===== src/dlb_defines.vh =====
// Register map, field positions and reset values of the bridge core
`ifndef DLB_DEFINES_VH
`define DLB_DEFINES_VH

// ----------------------------------------------------------------
// Register offsets
// ----------------------------------------------------------------
`define DLB_OFS_SOFT_RESET   8'h09
`define DLB_OFS_STATUS       8'h0A
`define DLB_OFS_PLL_CTRL     8'h0D
`define DLB_OFS_LANE_CFG     8'h10
`define DLB_OFS_LVDS_FMT     8'h18
`define DLB_OFS_ERROR_FLAGS  8'hE5

// ----------------------------------------------------------------
// Field positions
// ----------------------------------------------------------------
`define DLB_BIT_SOFT_RESET   0
`define DLB_BIT_PLL_EN       0
`define DLB_BIT_B_LSB_LANE3  0
`define DLB_BIT_A_LSB_LANE3  1
`define DLB_BIT_A_WIDE       3
`define DLB_BIT_SINGLE_LINK  4
`define DLB_BIT_RUNNING      0
`define DLB_BIT_HS_SEEN      1
`define DLB_ERR_PARTIAL_PIX  0
`define DLB_ERR_NOT_READY    1
`define DLB_ERR_UNPAIRED     2

// ----------------------------------------------------------------
// Reset values and special codes
// ----------------------------------------------------------------
`define DLB_RST_PLL_CTRL     8'h00
`define DLB_RST_LANE_CFG     8'h03
`define DLB_RST_LVDS_FMT     8'h00
`define DLB_RST_ERROR_FLAGS  8'h00
`define DLB_CLEAR_ALL_ERR    8'hFF
`define DLB_BYTES_PER_PIXEL  2'h2

`endif


===== src/dlb_lane_merge.v =====
// Merges one byte per active lane into a byte stream, lane 0 first
module dlb_lane_merge #(
  parameter LANES = 4
) (
  // Clock and reset
  input  wire               clk_sys,
  input  wire               reset,
  // Lane word in
  input  wire               word_load,
  input  wire [8*LANES-1:0] word_data,
  input  wire [1:0]         lane_count_m1,
  // Byte stream out
  output reg                byte_valid_reg,
  output reg  [7:0]         byte_data_reg,
  output wire               busy
);

  reg [8*LANES-1:0] word_reg;
  reg [1:0]         idx_reg;
  reg               active_reg;

  assign busy = active_reg;

  // ----------------------------------------------------------------
  // Round-robin walk
  // ----------------------------------------------------------------
  // Lanes are taken as already aligned, so no deskew is attempted
  always @(posedge clk_sys) begin
    if (reset) begin
      word_reg       <= {8*LANES{1'b0}};
      idx_reg        <= 2'h0;
      active_reg     <= 1'b0;
      byte_valid_reg <= 1'b0;
      byte_data_reg  <= 8'h00;
    end else if (word_load) begin
      word_reg       <= word_data;
      idx_reg        <= 2'h1;
      active_reg     <= (lane_count_m1 != 2'h0);
      byte_valid_reg <= 1'b1;
      byte_data_reg  <= word_data[7:0];
    end else if (active_reg) begin
      byte_valid_reg <= 1'b1;
      byte_data_reg  <= word_reg[8*idx_reg +: 8];
      idx_reg        <= idx_reg + 2'h1;
      active_reg     <= (idx_reg != lane_count_m1);
    end else begin
      byte_valid_reg <= 1'b0;
    end
  end

endmodule


===== src/dlb_bridge_core.v =====
// DSI lane intake, register file and LVDS pixel formatting of the bridge
// ----------------------------------------------------------------
// Summary of operation
// - Enable low holds everything reset, ignores inputs and releases all outputs.
// - Core stays idle until configured, clock multiplier enabled and soft reset issued.
// - Writing all ones to error flags clears them; read after 1 ms.
// - Dual link sends odd pixels on channel A, even pixels on channel B.
// - With no video flowing, pixel outputs are zero while sync keeps flowing.
// - Format 2 puts the two colour MSBs on the fourth output pair.
// - Format 1 puts the two colour LSBs on the fourth output pair.
// - Channel A Format 1 without wide colour drops LSBs and the fourth pair.
// - Single link holds channel B low; channel A fourth pair is held low at 18 bpp in Format 1 only.
// - Each input takes one to four data lanes, four by default.
// - High-speed lane bytes are merged into a byte stream, lanes taken as aligned.
// ----------------------------------------------------------------
`include "dlb_defines.vh"

module dlb_bridge_core #(
  parameter LANES = 4
) (
  // Clock and reset
  input  wire               clk_sys,
  input  wire               reset,
  // Enable pin
  input  wire               en_pin,
  // DSI link, asynchronous
  input  wire               dsi_byte_clk,
  input  wire               dsi_lane_hs,
  input  wire [8*LANES-1:0] dsi_lane_bytes,
  // Sync state from packet decode, same clock
  input  wire               hsync_in,
  input  wire               vsync_in,
  // Register port
  input  wire               reg_wr,
  input  wire               reg_rd,
  input  wire [7:0]         reg_addr,
  input  wire [7:0]         reg_wdata,
  output reg  [7:0]         reg_rdata_reg,
  output reg                reg_rvalid_reg,
  // LVDS channel A
  output reg  [17:0]        a_pairs_reg,
  output reg  [5:0]         a_fourth_output_pair_reg,
  output reg                a_clk_run_reg,
  // LVDS channel B
  output reg  [17:0]        b_pairs_reg,
  output reg  [5:0]         b_fourth_output_pair_reg,
  output reg                b_clk_run_reg,
  // Sync and framing
  output reg                hsync_out_reg,
  output reg                vsync_out_reg,
  output reg                de_out_reg,
  output reg                pix_strobe_reg,
  output wire               out_oe
);

  // ----------------------------------------------------------------
  // Declarations
  // ----------------------------------------------------------------
  reg               en_s1_reg, en_s2_reg;
  reg               bclk_s1_reg, bclk_s2_reg, bclk_s3_reg;
  reg               hs_s1_reg, hs_s2_reg;
  reg [8*LANES-1:0] dat_s1_reg, dat_s2_reg;
  reg [7:0]         pll_ctrl_reg, lane_cfg_reg, lvds_fmt_reg, err_reg;
  reg               running_reg, hs_seen_reg;
  reg [1:0]         byte_cnt_reg;
  reg [15:0]        pix_part_reg;
  reg               pair_half_reg;
  reg [23:0]        pix_a_reg;
  reg               hs_d_reg;
  reg [7:0]         err_next;
  reg [7:0]         rd_next;
  wire              shut;
  wire              bclk_fall;
  wire              word_load;
  wire              m_valid;
  wire [7:0]        m_byte;
  wire              m_busy;
  wire              single_link;
  wire              pix_done;
  wire [23:0]       pix_new;
  wire              burst_end;
  wire              wr_ok;
  wire [23:0]       fa_new, fa_held, fb_new;

  // ----------------------------------------------------------------
  // Pixel layout onto the four pairs
  // ----------------------------------------------------------------
  function [23:0] dlb_fmt;
    input [23:0] pix;
    input        lsb_on_fourth;
    input        wide;
    begin
      if (lsb_on_fourth) begin
        dlb_fmt[17:0]  = {pix[23:18], pix[15:10], pix[7:2]};
        dlb_fmt[23:18] = wide ? {pix[17:16], pix[9:8], pix[1:0]} : 6'h00;
      end else begin
        dlb_fmt[17:0]  = {pix[21:16], pix[13:8], pix[5:0]};
        dlb_fmt[23:18] = {pix[23:22], pix[15:14], pix[7:6]};
      end
    end
  endfunction

  // ----------------------------------------------------------------
  // Enable pin and link synchronisers
  // ----------------------------------------------------------------
  always @(posedge clk_sys) begin
    if (reset) begin
      en_s1_reg <= 1'b0;
      en_s2_reg <= 1'b0;
    end else begin
      en_s1_reg <= en_pin;
      en_s2_reg <= en_s1_reg;
    end
  end

  assign shut   = reset | ~en_s2_reg;
  assign out_oe = en_s2_reg;

  // Data is caught on the falling byte-clock edge, mid-way between changes
  always @(posedge clk_sys) begin
    if (shut) begin
      bclk_s1_reg <= 1'b0;
      bclk_s2_reg <= 1'b0;
      bclk_s3_reg <= 1'b0;
      hs_s1_reg   <= 1'b0;
      hs_s2_reg   <= 1'b0;
      dat_s1_reg  <= {8*LANES{1'b0}};
      dat_s2_reg  <= {8*LANES{1'b0}};
    end else begin
      bclk_s1_reg <= dsi_byte_clk;
      bclk_s2_reg <= bclk_s1_reg;
      bclk_s3_reg <= bclk_s2_reg;
      hs_s1_reg   <= dsi_lane_hs;
      hs_s2_reg   <= hs_s1_reg;
      dat_s1_reg  <= dsi_lane_bytes;
      dat_s2_reg  <= dat_s1_reg;
    end
  end

  assign bclk_fall = bclk_s3_reg & ~bclk_s2_reg;
  assign word_load = bclk_fall & hs_s2_reg & running_reg;

  // ----------------------------------------------------------------
  // Lane merge
  // ----------------------------------------------------------------
  dlb_lane_merge #(
    .LANES         (LANES)
  ) u_merge (
    .clk_sys       (clk_sys),
    .reset         (shut),
    .word_load     (word_load),
    .word_data     (dat_s2_reg),
    .lane_count_m1 (lane_cfg_reg[1:0]),
    .byte_valid_reg(m_valid),
    .byte_data_reg (m_byte),
    .busy          (m_busy)
  );

  // ----------------------------------------------------------------
  // Register file
  // ----------------------------------------------------------------
  assign wr_ok     = reg_wr & ~shut;
  assign burst_end = hs_d_reg & ~hs_s2_reg;
  assign pix_done  = m_valid & (byte_cnt_reg == `DLB_BYTES_PER_PIXEL);
  assign pix_new   = {pix_part_reg, m_byte};

  always @* begin
    err_next = err_reg;
    if (wr_ok && reg_addr == `DLB_OFS_ERROR_FLAGS) begin
      err_next = err_reg & ~reg_wdata;
    end
    // Hardware events win over a clear in the same cycle
    if (burst_end && byte_cnt_reg != 2'h0) begin
      err_next[`DLB_ERR_PARTIAL_PIX] = 1'b1;
    end
    if (bclk_fall && hs_s2_reg && !running_reg) begin
      err_next[`DLB_ERR_NOT_READY] = 1'b1;
    end
    if (burst_end && pair_half_reg) begin
      err_next[`DLB_ERR_UNPAIRED] = 1'b1;
    end
  end

  always @* begin
    case (reg_addr)
      `DLB_OFS_STATUS:      rd_next = {6'h00, hs_seen_reg, running_reg};
      `DLB_OFS_PLL_CTRL:    rd_next = pll_ctrl_reg;
      `DLB_OFS_LANE_CFG:    rd_next = lane_cfg_reg;
      `DLB_OFS_LVDS_FMT:    rd_next = lvds_fmt_reg;
      `DLB_OFS_ERROR_FLAGS: rd_next = err_reg;
      default:              rd_next = 8'h00;
    endcase
  end

  always @(posedge clk_sys) begin
    if (shut) begin
      pll_ctrl_reg   <= `DLB_RST_PLL_CTRL;
      lane_cfg_reg   <= `DLB_RST_LANE_CFG;
      lvds_fmt_reg   <= `DLB_RST_LVDS_FMT;
      err_reg        <= `DLB_RST_ERROR_FLAGS;
      running_reg    <= 1'b0;
      hs_seen_reg    <= 1'b0;
      reg_rdata_reg  <= 8'h00;
      reg_rvalid_reg <= 1'b0;
    end else begin
      err_reg        <= err_next;
      reg_rvalid_reg <= reg_rd;
      if (reg_rd) begin
        reg_rdata_reg <= rd_next;
      end
      if (hs_s2_reg) begin
        hs_seen_reg <= 1'b1;
      end
      if (wr_ok) begin
        case (reg_addr)
          `DLB_OFS_PLL_CTRL: pll_ctrl_reg <= reg_wdata;
          `DLB_OFS_LANE_CFG: lane_cfg_reg <= reg_wdata;
          `DLB_OFS_LVDS_FMT: lvds_fmt_reg <= reg_wdata;
          `DLB_OFS_SOFT_RESET: begin
            if (reg_wdata[`DLB_BIT_SOFT_RESET]) begin
              running_reg <= pll_ctrl_reg[`DLB_BIT_PLL_EN];
            end
          end
          default: begin
          end
        endcase
      end
      if (wr_ok && reg_addr == `DLB_OFS_PLL_CTRL && !reg_wdata[`DLB_BIT_PLL_EN]) begin
        running_reg <= 1'b0;
      end
    end
  end

  // ----------------------------------------------------------------
  // Pixel assembly and link output
  // ----------------------------------------------------------------
  assign single_link = lvds_fmt_reg[`DLB_BIT_SINGLE_LINK];
  assign fa_new  = dlb_fmt(pix_new, lvds_fmt_reg[`DLB_BIT_A_LSB_LANE3],
                           lvds_fmt_reg[`DLB_BIT_A_WIDE]);
  assign fa_held = dlb_fmt(pix_a_reg, lvds_fmt_reg[`DLB_BIT_A_LSB_LANE3],
                           lvds_fmt_reg[`DLB_BIT_A_WIDE]);
  assign fb_new  = dlb_fmt(pix_new, lvds_fmt_reg[`DLB_BIT_B_LSB_LANE3], 1'b1);

  always @(posedge clk_sys) begin
    if (shut) begin
      byte_cnt_reg             <= 2'h0;
      pix_part_reg             <= 16'h0000;
      pair_half_reg            <= 1'b0;
      pix_a_reg                <= 24'h000000;
      hs_d_reg                 <= 1'b0;
      a_pairs_reg              <= 18'h00000;
      a_fourth_output_pair_reg <= 6'h00;
      b_pairs_reg              <= 18'h00000;
      b_fourth_output_pair_reg <= 6'h00;
      a_clk_run_reg            <= 1'b0;
      b_clk_run_reg            <= 1'b0;
      hsync_out_reg            <= 1'b0;
      vsync_out_reg            <= 1'b0;
      de_out_reg               <= 1'b0;
      pix_strobe_reg           <= 1'b0;
    end else begin
      hs_d_reg       <= hs_s2_reg;
      hsync_out_reg  <= hsync_in;
      vsync_out_reg  <= vsync_in;
      a_clk_run_reg  <= running_reg;
      b_clk_run_reg  <= running_reg & ~single_link;
      de_out_reg     <= running_reg & hs_s2_reg;
      pix_strobe_reg <= 1'b0;
      if (m_valid) begin
        pix_part_reg <= {pix_part_reg[7:0], m_byte};
        byte_cnt_reg <= pix_done ? 2'h0 : byte_cnt_reg + 2'h1;
      end
      if (pix_done && single_link) begin
        a_pairs_reg              <= fa_new[17:0];
        a_fourth_output_pair_reg <= fa_new[23:18];
        b_pairs_reg              <= 18'h00000;
        b_fourth_output_pair_reg <= 6'h00;
        pix_strobe_reg           <= 1'b1;
      end else if (pix_done && !pair_half_reg) begin
        pix_a_reg     <= pix_new;
        pair_half_reg <= 1'b1;
      end else if (pix_done) begin
        a_pairs_reg              <= fa_held[17:0];
        a_fourth_output_pair_reg <= fa_held[23:18];
        b_pairs_reg              <= fb_new[17:0];
        b_fourth_output_pair_reg <= fb_new[23:18];
        pair_half_reg            <= 1'b0;
        pix_strobe_reg           <= 1'b1;
      end else if (!hs_s2_reg && !m_busy && !m_valid) begin
        // Idle link: drop leftovers and send black
        byte_cnt_reg             <= 2'h0;
        pair_half_reg            <= 1'b0;
        a_pairs_reg              <= 18'h00000;
        a_fourth_output_pair_reg <= 6'h00;
        b_pairs_reg              <= 18'h00000;
        b_fourth_output_pair_reg <= 6'h00;
      end
    end
  end

endmodule


===== config.mk =====
export PLATFORM = sky130hd
export DESIGN_NAME = dlb_bridge_core
export DESIGN_NICKNAME = d
export VERILOG_FILES = /design/src/dlb_lane_merge.v /design/src/dlb_bridge_core.v
export VERILOG_INCLUDE_DIRS = /design/src /design/src/src
export SDC_FILE = /design/constraint.sdc
export NUM_CORES = 1
export LEC_CHECK = 0
export BUFFER_PORTS_ARGS = -buffer_cell sky130_fd_sc_hd__buf_4
export CORE_MARGIN = 1.5
export CORE_UTILIZATION = 52
export DETAILED_ROUTE_END_ITERATION = 10
export PLACE_DENSITY = 0.75
export SYNTH_ARGS = -nofsm -noshare
export SYNTH_HDL_FRONTEND = slang
export SYNTH_HIERARCHICAL = 1
export SYNTH_SLANG_ARGS = --single-unit

===== constraint.sdc =====
create_clock -name clk_sys -period 2 [get_ports clk_sys]
set_clock_uncertainty 0.2 [all_clocks]
set_input_delay 0.2 -clock clk_sys [delete_from_list [all_inputs] [get_ports clk_sys]]
set_output_delay 0.2 -clock clk_sys [all_outputs]
set_load 0.02 [all_outputs]

Word level (Yosys, flattened, before mapping)
Index checks and enable logic that the tools add are counted.
{"block": "totals", "ff_bits": 256, "inputBits": 57}
{"block": "classes", "n_addsub": 2, "eq_ne": 9, "n_shift": 1, "mux": 40, "bitwise": 18, "reduce_logical": 37}
{"operator": "18-bit 2-to-1 mux", "n": 5}
{"operator": "24-bit 2-to-1 mux", "n": 3}
{"operator": "6-bit 2-to-1 mux", "n": 7}
{"operator": "8-bit case mux with 5 select lines", "n": 1}
{"operator": "32-bit by 6-bit indexed part select with 8-bit output", "n": 1}
{"operator": "8-bit by 4-bit equality test with 1-bit output (second input constant)", "n": 3}
{"operator": "8-bit by 5-bit equality test with 1-bit output (second input constant)", "n": 2}
{"operator": "8-bit 2-to-1 mux", "n": 2}
{"operator": "1-bit 2-to-1 mux", "n": 15}
{"operator": "2-bit AND reduction", "n": 7}
{"operator": "2-bit nonzero test", "n": 7}
{"operator": "2-bit 2-to-1 mux", "n": 6}
{"operator": "1-bit logical AND", "n": 11}
{"operator": "1-bit bitwise AND", "n": 8}
{"operator": "8-bit bitwise AND", "n": 1}
{"operator": "8-bit equality test (second input constant)", "n": 1}
{"operator": "8-bit NOT", "n": 1}
{"operator": "1-bit NOT", "n": 7}
{"operator": "1-bit zero test", "n": 6}
{"operator": "3-bit nonzero test", "n": 2}
{"operator": "2-bit OR reduction", "n": 3}
{"operator": "2-bit by 1-bit adder with 2-bit output (second input constant)", "n": 2}
{"operator": "3-bit 2-to-1 mux", "n": 1}
{"operator": "3-bit AND reduction", "n": 1}
{"operator": "other kinds (4)", "n": 4}

Longest topological paths before layout
{"block": "depth", "ltp_word": 8, "mapped_depth": 7, "mapped_depth_nobuf": 5}

Cells and area by module
The synthesis kept the hierarchy.
{"module": "dlb_bridge_core", "n_inst": 1, "cells_per_inst": 815, "area_per_inst_um2": 8126.5, "seq_area_each_um2": 4244.1}
{"module": "dlb_lane_merge", "n_inst": 1, "cells_per_inst": 205, "area_per_inst_um2": 1933.1, "seq_area_each_um2": 880.8}

Least setup slack after synthesis
No wires, ideal clock.
{"block": "synth_path", "path_kind": "register to register", "start": "register lvds_fmt_reg[4]", "end": "register a_pairs_reg[6]", "setup_ps": 128, "arrival_time_ps": 1540, "required_time_ps": 1672, "setup_slack_ps": 132, "stages_incl_launch_ff": 6, "path_buffers": 2, "synth_period_minus_slack_ps": 1868, "path_cell_list": "dfxtp_1 -> buf_2 -> buf_2 -> mux4_2 -> a22oi_1 -> nor2_1"}
{"block": "synth_between", "elab_chain_len": 3, "word_cells_on_any_way": 5, "cone_classes": "eq/ne (1); mux (1); reduce/logical (3)"}
{"element": "start: declaration", "line_no": "dlb_bridge_core.v:63", "rtl": "reg [7:0] pll_ctrl_reg, lane_cfg_reg, lvds_fmt_reg, err_reg;"}
{"element": "start signal: assignment", "line_no": "dlb_bridge_core.v:199", "rtl": "lvds_fmt_reg <= `DLB_RST_LVDS_FMT;"}
{"element": "start signal: assignment", "line_no": "dlb_bridge_core.v:218", "rtl": "`DLB_OFS_LVDS_FMT: lvds_fmt_reg <= reg_wdata;"}
{"element": "1-bit logical AND *", "line_no": "dlb_bridge_core.v:273", "rtl": "if (pix_done && single_link) begin"}
{"element": "2-bit != test (no line) or 3-bit nonzero test (tied branches)"}
{"element": "2-bit AND reduction (no line)"}
{"element": "end signal: assignment", "line_no": "dlb_bridge_core.v:274", "rtl": "a_pairs_reg <= fa_new[17:0];"}
{"element": "end signal: assignment", "line_no": "dlb_bridge_core.v:283", "rtl": "a_pairs_reg <= fa_held[17:0];"}
{"element": "end: declaration", "line_no": "dlb_bridge_core.v:41", "rtl": "output reg [17:0] a_pairs_reg,"}
Every way passes the cells marked *; elsewhere a longest branch is shown, timed or not.
A chain may end at the register's enable or synchronous reset.

Final worst setup path
{"block": "layout_path", "start": "input reg_addr[1]", "end": "register err_reg[6]"}
{"block": "layout_between", "elab_chain_len": 2}
{"element": "start: declaration", "line_no": "dlb_bridge_core.v:36", "rtl": "input wire [7:0] reg_addr,"}
{"element": "8-bit equality test"}
{"element": "1-bit logical AND (no line)"}
{"element": "end signal: assignment", "line_no": "dlb_bridge_core.v:200", "rtl": "err_reg <= `DLB_RST_ERROR_FLAGS;"}
{"element": "end signal: assignment", "line_no": "dlb_bridge_core.v:206", "rtl": "err_reg <= err_next;"}
{"element": "end: declaration", "line_no": "dlb_bridge_core.v:63"}
No other way between the ends.

==> results.tsv <==
metric	value	unit
fmaxAchievable	0.520	GHz
period_needed	1.92	ns
tns	0	ns
hp-class	input pin to flip-flop	
swShare	20.9	%
htreeDepth	1	
worst_pin_slew	0.772	ns
p_sw	2080	uW
p_per_area	782	mW/mm^2
grt_max_degree	110	
route.detailed.drc	0	
max_cap_viol_count	0	
wl	23.5	mm
first_iter_violations	449	
finalSetupViolations	0	
crit_arrival	2.15	ns
rsz0062_at_grt	false	
coreArea	0.0188	mm^2
ys_seq_area_share	50.9	%
fin_util	67.7	%
async_flop_share	0	%
cts_tree	yes	
power.leakage	0.00443	uW
first_pass_iters	5	
area_delta_synth_final	26.7	%
vias	7801	
netlist_area	0.0101	mm^2
violations	negative hold slack	
cts-root-buf	clkbuf_16	
synthFlopType	dfxtp_1	
fin_cells	1466	
grt_pass1_wl	36.5	mm
worst_slack	0.0771	ns
drive_above_1_share	19.7	%
relSlewSlack	48.5	%
antenna_cells	0	
grt_use_total	22.2	%
num_rows	50	
cts.clk_slew.worst_paths	0.06	ns
grt_antenna_before_repair	0	
die_h	142	um
yosys.area.top_type	dfxtp_1	
power.share.sequential	51.4	%
grt_overflow	0	
numCtsBuffers	26	
clk_latency	0.53	ns
outcome	finished with violations	
ant_nets	0	
synth_edf_count	0	
setup.worst_path.end_class	flip-flop	
dieArea	0.0202	mm^2
via_per_inst	5.32	
syn_inst	1020	
crit_path_start_kind	input pin	
clockBufferDepth	3	
yosys-top-cells-count	dfxtp_1 (256), nand2_1 (130), mux2i_1 (101)	
yosysUniqueCellTypes	55	
syn_nets	1077	
nets	1245	
place_congestion	0.809	
io_pins	121	
wl_per_cell	16.0	um
first_global_vias	7408	
synth_area_per_cell	9.86	um^2
slew_viol_final	0	
fin_crit_sh	96.1	%
ys_warn_count	6	
crit_type	input pin to flip-flop	
cts.sinks	256	
finalHoldViolCount	1	
critPathRequiredTime	2.22	ns
pre_cts_slack	-0.221	ns
port_buffers	120	
synth_area_leaders	dfxtp_1 (51%), mux2i_1 (10%), nand2_1 (4.9%)	
yosysMostFrequentCell	dfxtp_1	
cp_max_fo	13	
pwr-share-clk	45.5	%
synth_seq_cells	256	
dpl.cell_count	1357	
p_int	7880	uW
holdWs	-0.00127	ns
yosysTopAreaCellShare	50.9	%
comb_power_share	3.1	%
start_util	53.4	%
die_x	142	um
peakVddDrop	0.000760	V
hpwlAfterDp	14.3	mm
[timing repair]
item | 4_1_cts | 5_1_grt
pin swaps | 0 | 1
buffers inserted | 0 | 2
endpoints found under the setup margin | 39 | 76
cloned | 0 | 3
resized for setup | 3 | 10
endpoints found under the hold margin | 81 | 0
hold buffers | 58 | 0
[path summary, 6_finish.rpt]
check | startpoint | endpoint | slack (ns) | cells after the start
max | reg_addr[1] | err_reg[6] | 0.08 | 6
min | reg_addr[6] | pll_ctrl_reg[0] | -0.001 | 5
max reg2reg | u_merge/byte_valid_reg | a_pairs_reg[14] | 0.10 | 7
min reg2reg | dat_s1_reg[9] | dat_s2_reg[9] | 0.22 | 1
[power groups by stage]
stage	Combinational [uW]	Sequential, uW	Clock [uW]
after floorplan	90.5	5240	0
after global placement	216	5230	0
after detailed placement	218	5230	0
after CTS	297	5120	4620
after global routing	334	5120	4820
final	311	5120	4540
[through the flow]
stage / total power, uW / hold slack, ns / cell area (um^2)
2_1_floorplan: 5330 / 0.0716 / 10100
3_3_place_gp: 5450 / 0.201 / 11300
3_5_place_dp: 5450 / 0.204 / 11300
4_1_cts: 10000 / 0.0113 / 12700
5_1_grt: 10300 / 0.0356 / 12700
6_report: 9970 / -0.00127 / 12700
[area by class of cell]
class / instances / area (um^2)
Multi-Input combinational cell: 667 / 4480
Clock inverter: 8 / 58.8
Clock buffer: 38 / 746
Fill cell: 1498 / 6090
Tap cell: 260 / 325
Timing Repair Buffer: 214 / 1920
Inverter: 23 / 87.6
Sequential cell: 256 / 5130
[routing by layer]
layer | wire, um | up-vias | track usage, %
met2 | 11600 | 226 | 40.0
met3 | 1350 | 51 | 3.77
met1 | 9870 | 3675 | 27.4
met5 | 0 | - | 0
met4 | 686 | 0 | 6.08
li1 | - | 3849 | -
[cells by family (layout without fill, tap and decap cells)]
logic type,Yosys count,in the layout,synth area share (%)
and+or+nand+nor,365,365,18.3
DFF,256,256,50.9
AOI/OAI and AO/OA,180,181,11.3
muxes,120,120,14.2
buffers and inverters,98,283,5.19
xor gates and xnor gates,1,1,0.0871
[critical path, stage by stage]
cell and delay (ns):
dlygate4sd3_1 0.54, buf_4 0.16, and2b_2 0.23, and4_4 0.33, a31oi_1 0.12, dlygate4sd3_1 0.57
[cells in the final DEF (no fill, tap or decap), types with 4 or more instances in the layout]
cell	n
a31oi_1	12
o21ai_0	32
inv_1	21
o31a_1	8
clkinv_2	6
nor2_1	92
clkbuf_16	27
dfxtp_1	254
a21oi_1	65
a22oi_1	20
a2bb2oi_1	6
dlygate4sd3_1	58
a32oi_1	6
clkbuf_8	5
o22ai_1	8
nand2_1	130
a221o_1	12
or3_1	25
nor4_4	4
buf_4	141
buf_12	11
and2_1	75
nor3_1	6
mux4_2	18
clkbuf_1	7
nor2b_1	7
mux2i_1	100
No activity file was read; power rests on OpenSTA's default activity.
